$ cat src/core/hpw_pkg.sv
/*
 * Shared constants for the host write port: bus widths, cycle timing
 * in ns and the derived counts of 100 MHz clock cycles.
 * Assumes both ends run on the same 10 ns clock.
 */
`default_nettype none
package hpw_pkg;
    localparam int CLK_PERIOD_NS = 10;
    localparam int DATA_W = 16;
    localparam int ADDR_W = 7;
    // Least times round up to whole cycles
    localparam int T_ASSERT_NS = 32;
    localparam int T_DEASSERT_NS = 13;
    localparam int T_CYCLE_NS = 45;
    localparam int ASSERT_CYC =
        (T_ASSERT_NS + CLK_PERIOD_NS - 1) / CLK_PERIOD_NS;
    localparam int DEASSERT_CYC =
        (T_DEASSERT_NS + CLK_PERIOD_NS - 1) / CLK_PERIOD_NS;
    localparam int CYCLE_CYC =
        (T_CYCLE_NS + CLK_PERIOD_NS - 1) / CLK_PERIOD_NS;
    localparam int CNT_W = 4;
    localparam logic [CNT_W-1:0] CNT_ZERO = 4'h0;
    localparam logic [CNT_W-1:0] CNT_ONE = 4'h1;
endpackage
`default_nettype wire

$ cat src/core/hpw_if.sv
/*
 * Pin bundle between the host end and the device end of the write port.
 * Assumes one shared clock; all pins are driven by the host only.
 */
`timescale 1ns/1ps
`default_nettype none
interface hpw_if;
    logic host_select_n;
    logic write_strobe_n;
    logic fifo_direct_sel;
    logic [hpw_pkg::ADDR_W-1:0] addr;
    logic [hpw_pkg::DATA_W-1:0] data;
    modport host (
        output host_select_n, write_strobe_n, fifo_direct_sel, addr, data
    );
    modport device (
        input host_select_n, write_strobe_n, fifo_direct_sel, addr, data
    );
endinterface
`default_nettype wire

$ cat src/core/hpw_host.sv
/*
 * Host end of the write port. Takes one write request at a time from
 * user logic and plays it out as a bus cycle meeting the least active,
 * idle and period times. Framing is by the write strobe with select
 * held low for the whole cycle.
 * Assumes the device end samples on the same clock.
 */
`timescale 1ns/1ps
`default_nettype none
module hpw_host (
    input wire logic i_clk,
    input wire logic i_rst,
    input wire logic i_req,
    input wire logic i_fifo_sel,
    input wire logic [hpw_pkg::ADDR_W-1:0] i_addr,
    input wire logic [hpw_pkg::DATA_W-1:0] i_data,
    output logic o_ready,
    hpw_if.host bus
);
    typedef enum logic [1:0] {
        HPW_IDLE = 2'b00,
        HPW_ACT = 2'b01,
        HPW_GAP = 2'b10
    } hpw_state_t;

    hpw_state_t state;
    hpw_state_t next_state;
    logic [hpw_pkg::CNT_W-1:0] cnt;
    logic [hpw_pkg::CNT_W-1:0] next_cnt;
    logic next_ready;
    logic next_sel_n;
    logic next_wr_n;
    logic next_fsel;
    logic [hpw_pkg::ADDR_W-1:0] next_addr;
    logic [hpw_pkg::DATA_W-1:0] next_data;
    logic [hpw_pkg::ADDR_W-1:0] addr_r;
    logic [hpw_pkg::DATA_W-1:0] data_r;
    logic sel_n_r;
    logic wr_n_r;
    logic fsel_r;

    assign bus.host_select_n = sel_n_r;
    assign bus.write_strobe_n = wr_n_r;
    assign bus.fifo_direct_sel = fsel_r;
    assign bus.addr = addr_r;
    assign bus.data = data_r;

    // Active for ASSERT_CYC, then idle long enough that both the idle
    // time and the full period are met
    always_comb begin
        next_state = state;
        next_cnt = cnt;
        next_ready = o_ready;
        next_sel_n = sel_n_r;
        next_wr_n = wr_n_r;
        next_fsel = fsel_r;
        next_addr = addr_r;
        next_data = data_r;
        case (state)
            HPW_IDLE: begin
                if (i_req && o_ready) begin
                    // Address and direct select set up with the strobe
                    next_sel_n = 1'b0;
                    next_wr_n = 1'b0;
                    next_fsel = i_fifo_sel;
                    next_addr = i_addr;
                    next_data = i_data;
                    next_ready = 1'b0;
                    next_cnt = hpw_pkg::CNT_W'(hpw_pkg::ASSERT_CYC - 1);
                    next_state = HPW_ACT;
                end
            end
            HPW_ACT: begin
                if (cnt == hpw_pkg::CNT_ZERO) begin
                    next_wr_n = 1'b1;
                    next_sel_n = 1'b1;
                    next_cnt = hpw_pkg::CNT_W'(
                        (hpw_pkg::CYCLE_CYC - hpw_pkg::ASSERT_CYC >
                         hpw_pkg::DEASSERT_CYC ?
                         hpw_pkg::CYCLE_CYC - hpw_pkg::ASSERT_CYC :
                         hpw_pkg::DEASSERT_CYC) - 1);
                    next_state = HPW_GAP;
                end else begin
                    next_cnt = cnt - hpw_pkg::CNT_ONE;
                end
            end
            HPW_GAP: begin
                if (cnt == hpw_pkg::CNT_ZERO) begin
                    next_ready = 1'b1;
                    next_state = HPW_IDLE;
                end else begin
                    next_cnt = cnt - hpw_pkg::CNT_ONE;
                end
            end
            default: begin
                next_state = HPW_IDLE;
                next_ready = 1'b1;
                next_sel_n = 1'b1;
                next_wr_n = 1'b1;
            end
        endcase
    end

    always_ff @(posedge i_clk or posedge i_rst) begin
        if (i_rst) begin
            state <= HPW_IDLE;
            cnt <= hpw_pkg::CNT_ZERO;
            o_ready <= 1'b1;
            sel_n_r <= 1'b1;
            wr_n_r <= 1'b1;
            fsel_r <= 1'b0;
            addr_r <= '0;
            data_r <= '0;
        end else begin
            state <= next_state;
            cnt <= next_cnt;
            o_ready <= next_ready;
            sel_n_r <= next_sel_n;
            wr_n_r <= next_wr_n;
            fsel_r <= next_fsel;
            addr_r <= next_addr;
            data_r <= next_data;
        end
    end
endmodule
`default_nettype wire

$ cat src/flat_wrapper.sv
// flat-port wrapper written by rule: the top's interface ports become plain ports
module hpw_host_flat 
  (i_clk, i_rst, i_req, i_fifo_sel, i_addr, i_data, o_ready, bus_host_select_n, bus_write_strobe_n, bus_fifo_direct_sel, bus_addr, bus_data);
  hpw_if bus_i ();
  input wire logic i_clk;
  input wire logic i_rst;
  input wire logic i_req;
  input wire logic i_fifo_sel;
  input wire logic [hpw_pkg::ADDR_W-1:0] i_addr;
  input wire logic [hpw_pkg::DATA_W-1:0] i_data;
  output logic o_ready;
  output wire logic [$bits(bus_i.host_select_n)-1:0] bus_host_select_n;
  output wire logic [$bits(bus_i.write_strobe_n)-1:0] bus_write_strobe_n;
  output wire logic [$bits(bus_i.fifo_direct_sel)-1:0] bus_fifo_direct_sel;
  output wire logic [$bits(bus_i.addr)-1:0] bus_addr;
  output wire logic [$bits(bus_i.data)-1:0] bus_data;
  assign bus_host_select_n = bus_i.host_select_n;
  assign bus_write_strobe_n = bus_i.write_strobe_n;
  assign bus_fifo_direct_sel = bus_i.fifo_direct_sel;
  assign bus_addr = bus_i.addr;
  assign bus_data = bus_i.data;
  hpw_host u_core (.i_clk(i_clk), .i_rst(i_rst), .i_req(i_req), .i_fifo_sel(i_fifo_sel), .i_addr(i_addr), .i_data(i_data), .o_ready(o_ready), .bus(bus_i));
endmodule
$ cat config.mk
export PLATFORM = sky130hd
export DESIGN_NAME = hpw_host_flat
export DESIGN_NICKNAME = d
export VERILOG_FILES = /design/src/core/hpw_pkg.sv /design/src/core/hpw_if.sv /design/src/core/hpw_host.sv /design/src/flat_wrapper.sv
export SDC_FILE = /design/constraint.sdc
export NUM_CORES = 1
export LEC_CHECK = 0
export BUFFER_PORTS_ARGS = -buffer_cell sky130_fd_sc_hd__buf_2
export CORE_ASPECT_RATIO = 0.75
export CORE_MARGIN = 10
export CORE_UTILIZATION = 50
export DETAILED_ROUTE_END_ITERATION = 8
export PLACE_DENSITY = 0.91
export SLEW_MARGIN = 10
export SYNTH_ARGS = -nofsm -noshare
export SYNTH_HDL_FRONTEND = slang
export SYNTH_SLANG_ARGS = --single-unit
$ cat constraint.sdc
create_clock -name i_clk -period 2.55 [get_ports i_clk]
set_clock_uncertainty 0.05 [all_clocks]
set_input_delay 0.255 -clock i_clk [delete_from_list [all_inputs] [get_ports i_clk]]
set_output_delay 0.255 -clock i_clk [all_outputs]
set_load 0.03 [all_outputs]
==> flow_summary_export.csv, run 1 <==
group,metric,value,unit
logic_synthesis,synth-main-ff-cell,"dfrtp_1",
timing,drv_slew,0,
critical_path,reg2reg_from,"u_core.state[1]",
global_route,overflow,0,
cells_and_area,nFillCells,187,
logic_synthesis,yosysMostFrequentCell,"dfrtp_1",
logic_synthesis,synthCells,111,
global_route,grt_max_degree,33,
cells_and_area,nNetsFinal,201,
cells_and_area,post-route-util,68.7,%
floorplanning,die_height,66.7,µm
status,status,"complete, but fails checks",
critical_path,critical_path_class,"register to register",
status,violations,"hold timing",
floorplanning,dieArea,5490,µm²
clock_tree,ctsHoldBuffers,0,
critical_path,slowest_stage,"mux2_1",
min_path,hold_path_class,"primary input to asynchronous set/reset pin",
timing,fmax,506,MHz
critical_path,critPathArrivalTime,2.07,ns
cells_and_area,drive_above_1_share,43.2,%
critical_path,critPathTopFamily,"multiplexers",
global_route,grt.total_usage,11.6,%
timing,holdWs,-0.00681,ns
clock_tree,clockRootBuffer,"clkbuf_8",
timing,worstMarginPinSlew,0.579,ns
power_and_ir_drop,power_frac_comb,3.0,%
drt,drt-initial-drc-count,39,
critical_path,cp.buffers_inverters,1,
logic_synthesis,ys_seq_area_share,55.2,%
floorplanning,core-area,2700,µm²
timing,rsz0062_at_grt,"false",
drt,wirelength,3.25,mm
placement,dpl.cell_count,197,
critical_path,path_cells,"inv_1 > ha_1 > nand3_2 > mux2_1",
logic_synthesis,yosys.area.top_type,"dfrtp_1",
drt,ant_nets,0,
timing,max_slew_margin,61.4,%
cells_and_area,ff_latch_area,803,µm²
cells_and_area,fin_cells,205,
placement,port_buffers,53,
clock_tree,cts_setup_buffers,0,
logic_synthesis,yosysUniqueCellTypes,31,
floorplanning,num_rows,16,
drt,firstDrtPassIters,4,
critical_path,required,2.64,ns
placement,routabilityCongestion,0.833,
placement,hpwl,2.66,mm
cells_and_area,multiInputGateArea,606,µm²
drt,wl_per_cell,15.8,µm
timing,setup_tns,0,ns
floorplanning,initial_core_util,53.8,%
clock_tree,clockBufferDepth,2,
clock_tree,clk_pin_slew,0.06,ns
logic_synthesis,syn-mean-instance-area,13.1,µm²
floorplanning,die_w,82.3,µm
power_and_ir_drop,power,0.996,mW
clock_tree,post_cts_resized,0,
global_route,antenna_found_initial,0,
drt,remaining_drc_errors,0,
timing,timing.final.ws_setup,0.575,ns
floorplanning,io_pins,54,
logic_synthesis,ys_top_cells_by_count,"dfrtp_1, mux2_1, ha_1, inv_1, nand2_1",
critical_path,cp_slowest_stage_delay,0.51,ns
critical_path,cp-start-kind,"register",
power_and_ir_drop,p_leak,1.06,nW
clock_tree,clk_latency,0.27,ns
clock_tree,cts_htree_levels,2,
global_route,grt_pass1_wl,4.97,mm
logic_synthesis,synthesis.nets,144,
critical_path,crit_path_end_kind,"register",
flow_run,maxCapViolCount,0,
logic_synthesis,synth.top_cell.area_share,51.6,%
clock_tree,numCtsBuffers,5,
clock_tree,clock-sinks,32,
critical_path,path_max_fanout,24,
clock_tree,cts_tree,"yes",
logic_synthesis,synthesis.area,1450,µm²
drt,avgViaCountPerCell,5.30,
power_and_ir_drop,power_frac_clock,46.0,%
cells_and_area,area_growth,27.7,%
placement,post-place-ws,0.568,ns
cells_and_area,n_antenna_cell,0,
timing,min_period,1.98,ns
power_and_ir_drop,switching_share,18.4,%
timing,finalCritPeriodShare,77.5,%
power_and_ir_drop,switchingPower,0.184,mW
power_and_ir_drop,seqPwrFrac,51.0,%
logic_synthesis,synth.area.top_cells,"dfrtp_1, mux2_1, ha_1",
power_and_ir_drop,pwr_density_cell,537,nW/µm²
placement,dpl-instance-area,1750,µm²
logic_synthesis,synth-async-reset-ratio,100,%
power_and_ir_drop,p_int,0.813,mW
timing,setup_viol,0,
timing,hold_viol,17,
drt,route.vias.total,1086,
critical_path,ff2ff_path_depth,4,
logic_synthesis,ys_ff_latch,32,
critical_path,worstReg2RegEnd,"u_core.bus.data[7]",
power_and_ir_drop,worst_ir_drop_vdd,363,µV
global_route,grt_pass1_vias,1108,
logic_synthesis,yosysWarnings,0,
logic_synthesis,synth_enable_flop_cells,0,
cells_and_area,final_area,1860,µm²
critical_path,ff2ff_setup_slack,0.57,ns
[power by group through the flow]
| stage | registers [mW] | logic (mW) | clock network [mW] |
|---|---|---|---|
| 2_1_floorplan | 0.517 | 0.00817 | 0 |
| 3_3_place_gp | 0.517 | 0.0295 | 0 |
| 3_5_place_dp | 0.517 | 0.0315 | 0 |
| 4_1_cts | 0.508 | 0.0318 | 0.468 |
| 5_1_grt | 0.507 | 0.0353 | 0.491 |
| 6_report | 0.508 | 0.0303 | 0.458 |
[routing by layer]
| metal | vias to the layer above | track usage [%] | wire [µm] |
|---|---|---|---|
| li1 | 510 | - | - |
| met1 | 523 | 11.3 | 1180 |
| met2 | 46 | 20.6 | 1630 |
| met3 | 7 | 5.09 | 387 |
| met4 | 0 | 5.08 | 49 |
| met5 | - | 0 | 0 |
[logic make-up (layout without fill, tap and decap cells)]
group	count (synthesis)	after routing	share of synthesized area [%]
flops	32	32	55.2
mux	25	25	19.4
simple gates	21	21	8.35
compound gates	17	17	8.78
buf+inv	10	68	3.10
fa+ha+maj	6	6	5.16
[state kept, by name (all words and copies together) (netlist names)]
signal,count
u_core.bus.fifo_direct_sel,1
u_core.cnt,4
u_core.o_ready,1
u_core.bus.data,16
u_core.bus.host_select_n,1
u_core.bus.addr,7
u_core.state,2
[placed cells by master, fill, tap and decap left out, types with 2 or more instances in the layout]
cell,netlist,routed
dfrtp_1,30,30
ha_1,6,6
mux2_2,5,5
nor3_1,2,2
mux2_1,20,20
dfstp_2,2,2
nand4_1,2,2
o21ai_1,3,3
nor2_1,3,3
a21oi_1,4,4
nand2_1,6,6
clkbuf_8,0,5
inv_1,6,6
nand2b_1,2,2
buf_2,3,53
[worst min-delay path, cell delays in order]
cell	delay, ns
buf_2	0.10
inv_1	0.04
buf_4	0.34
[worst max path at each step]
stage,start,endpoint,slack [ns],cells past startpoint
detailed placement,u_core.state[0],u_core.bus.addr[2],0.57,4
global route,u_core.state[0],u_core.bus.data[7],0.45,4
floorplan,u_core.state[0],u_core.cnt[2],0.95,6
global placement,u_core.state[0],u_core.bus.data[0],0.69,4
CTS,u_core.state[0],u_core.bus.addr[2],0.56,4
finish,u_core.state[1],u_core.bus.data[7],0.57,4
[area by class of cell]
class                   instances  share of cell area [%]
clock buffers                   6                    3.91
clock inverters                 2                    1.89
multi-input cells              69                    32.6
flip-flops and latches         32                    43.3
well taps                      36                    2.43
inverters                       6                    1.21
repair buffers                 54                    14.7
Note: power is estimated with default switching activity, not from simulation.
==> inputs of run 2 (changes only) <==
--- a/config.mk
+++ b/config.mk
@@ -8,9 +8,9 @@
 export BUFFER_PORTS_ARGS = -buffer_cell sky130_fd_sc_hd__buf_2
 export CORE_ASPECT_RATIO = 0.75
 export CORE_MARGIN = 10
-export CORE_UTILIZATION = 50
+export CORE_UTILIZATION = 48
 export DETAILED_ROUTE_END_ITERATION = 8
-export PLACE_DENSITY = 0.91
+export PLACE_DENSITY = 0.88
 export SLEW_MARGIN = 10
 export SYNTH_ARGS = -nofsm -noshare
 export SYNTH_HDL_FRONTEND = slang
==> constraint.sdc (replaced) <==
create_clock -name i_clk -period 1.9 [get_ports i_clk]
set_clock_uncertainty 0.05 [all_clocks]
set_input_delay 0.19 -clock i_clk [delete_from_list [all_inputs] [get_ports i_clk]]
set_output_delay 0.19 -clock i_clk [all_outputs]
set_load 0.03 [all_outputs]
==> run 2 against run 1 <==
  * The run now ends clean
  * Flip-flop and latch count unchanged
  * Global-route usage increased by 0.65 points
  * Sequential share of layout area decreased by 0.49 points
  * Worst hold slack improved by 0.075 ns
  * Die area increased by 3.0%
  * Critical path type unchanged
  * Critical endpoint is now u_core.cnt[0]
  * Largest cell class unchanged
==> flow_summary_export.csv, run 2 (synthesized netlist as in run 1, its figures left out) <==
group,metric,value,unit
status,status,"finished clean",
clock_tree,clockRootBuffer,"clkbuf_8",
drt,remaining_drc_errors,0,
drt,firstDrtPassIters,4,
timing,max_slew_margin,74.1,%
critical_path,critPathTopFamily,"compound AO/OA/AOI/OAI gates",
timing,min_period,1.78,ns
critical_path,crit_path_end_kind,"register",
critical_path,cp.buffers_inverters,1,
timing,finalCritPeriodShare,93.9,%
clock_tree,clk_pin_slew,0.06,ns
global_route,grt_pass1_wl,5.56,mm
min_path,hold_path_class,"primary input to register",
power_and_ir_drop,power_frac_comb,3.3,%
timing,rsz0062_at_grt,"false",
power_and_ir_drop,p_int,1.03,mW
timing,setup_viol,0,
cells_and_area,nFillCells,216,
flow_run,maxCapViolCount,0,
clock_tree,cts_tree,"yes",
drt,ant_nets,0,
placement,port_buffers,53,
clock_tree,cts_htree_levels,2,
floorplanning,die_height,67.7,µm
critical_path,cp-start-kind,"register",
critical_path,required,2.05,ns
timing,setup_tns,0,ns
cells_and_area,area_growth,29.2,%
cells_and_area,layout_commonest_cell,"buf_2",
clock_tree,clockBufferDepth,2,
cells_and_area,nNetsFinal,203,
clock_tree,cts_setup_buffers,0,
power_and_ir_drop,pwr_density_cell,680,nW/µm²
power_and_ir_drop,seqPwrFrac,53.4,%
cells_and_area,largest_reg_flops,16,
drt,drt-initial-drc-count,89,
power_and_ir_drop,power_frac_clock,43.3,%
critical_path,cp_slowest_stage_delay,0.41,ns
floorplanning,io_pins,54,
critical_path,path_cells,"inv_1 > ha_1 > nor3b_2 > a211oi_2 > a31o_1 > a22oi_1",
critical_path,critical_path_class,"register to register",
cells_and_area,layout_common_cells,"buf_2, dfrtp_1, mux2_1, clkbuf_8",
power_and_ir_drop,switching_share,19.7,%
drt,wl_per_cell,16.2,µm
timing,worstMarginPinSlew,0.387,ns
global_route,grt_max_degree,33,
floorplanning,dieArea,5650,µm²
power_and_ir_drop,worst_ir_drop_vdd,321,µV
cells_and_area,n_antenna_cell,0,
timing,hold_viol,0,
global_route,antenna_found_initial,0,
floorplanning,die_w,83.6,µm
timing,drv_slew,0,
power_and_ir_drop,p_leak,1.07,nW
clock_tree,clock-sinks,32,
critical_path,critPathArrivalTime,1.93,ns
placement,routabilityCongestion,0.897,
global_route,overflow,0,
global_route,grt_pass1_vias,1121,
timing,holdWs,0.0679,ns
clock_tree,clk_latency,0.28,ns
floorplanning,core-area,2910,µm²
cells_and_area,drive_above_1_share,43.5,%
floorplanning,num_rows,17,
power_and_ir_drop,switchingPower,0.251,mW
drt,route.vias.total,1072,
placement,hpwl,2.70,mm
timing,fmax,560,MHz
global_route,grt.total_usage,12.2,%
floorplanning,initial_core_util,49.9,%
critical_path,slowest_stage,"dfrtp_1",
clock_tree,numCtsBuffers,5,
drt,avgViaCountPerCell,5.15,
critical_path,path_max_fanout,5,
drt,wirelength,3.38,mm
[run 2: changes by cell type in the layout (fill, tap and decap cells not counted)]
cell / change
bufinv_16: -1
dlygate4sd3_1: +1
buf_12: +1
clkinv_2: -1
clkbuf_1: -1
clkbuf_8: +2
[run 2: path summary, 6_finish.rpt]
check	from	endpoint	slack (ns)	cells past startpoint
max	u_core.cnt[0]	u_core.cnt[0]	0.12	6
min	i_data[6]	u_core.bus.data[6]	0.07	2
max reg2reg	u_core.cnt[0]	u_core.cnt[0]	0.12	6
min reg2reg	u_core.bus.addr[3]	u_core.bus.addr[3]	0.43	1
max in group asynchronous	i_rst	u_core.o_ready	1.00	4
min in group asynchronous	i_rst	u_core.bus.addr[6]	0.48	4
[run 2: layout make-up]
class	count	area [µm²]	area share, %
Sequential cell	32	803	42.8
Multi-Input combinational cell	69	606	32.2
Timing Repair Buffer	56	303	16.1
Clock buffer	7	96.3	5.13
Tap cell	38	47.5	2.53
Inverter	6	22.5	1.20
[run 2: stage by stage]
stage / setup WS [ns] / power [mW] / instance area, µm² / util, % / cells
after global routing: 0.000247 / 1.34 / 1880 / 64.4 / 208
after detailed placement: 0.149 / 0.736 / 1770 / 60.8 / 200
after floorplan: 0.302 / 0.705 / 1450 / - / 111
after CTS: 0.136 / 1.30 / 1880 / 64.4 / 208
final: 0.116 / 1.28 / 1880 / 64.4 / 208
after global placement: 0.203 / 0.734 / 1770 / 60.8 / 200
[run 2: power groups by stage]
stage | Combinational (mW) | Clock, mW | Sequential, mW
after detailed placement | 0.0419 | 0 | 0.694
after floorplan | 0.0110 | 0 | 0.694
after global placement | 0.0396 | 0 | 0.694
after global routing | 0.0487 | 0.613 | 0.681
after CTS | 0.0436 | 0.571 | 0.682
final | 0.0422 | 0.553 | 0.682
[run 2: metal layers]
layer  global-route usage, %  vias up  wire (µm)
met1                    14.2      510       1410
met4                    5.00        0         63
met5                       0        -          0
met2                    19.9       45       1640
met3                    5.17        7        254
li1                        -      510          -
[run 2: worst register-to-register path: cells and delay by family (launching register included)]
| family | cells | cell delay [ns] |
|---|---|---|
| AND/OR/NAND/NOR | 1 | 0.37 |
| adder cells (fa/ha/maj) | 1 | 0.20 |
| flip-flops | 1 | 0.41 |
| buffers and inverters | 1 | 0.11 |
| AO/OA/AOI/OAI | 3 | 0.56 |
[run 2: what timing repair did]
action	in CTS	in global routing
resized for setup	0	0
hold buffers	1	0
hold endpoints to repair	30	0
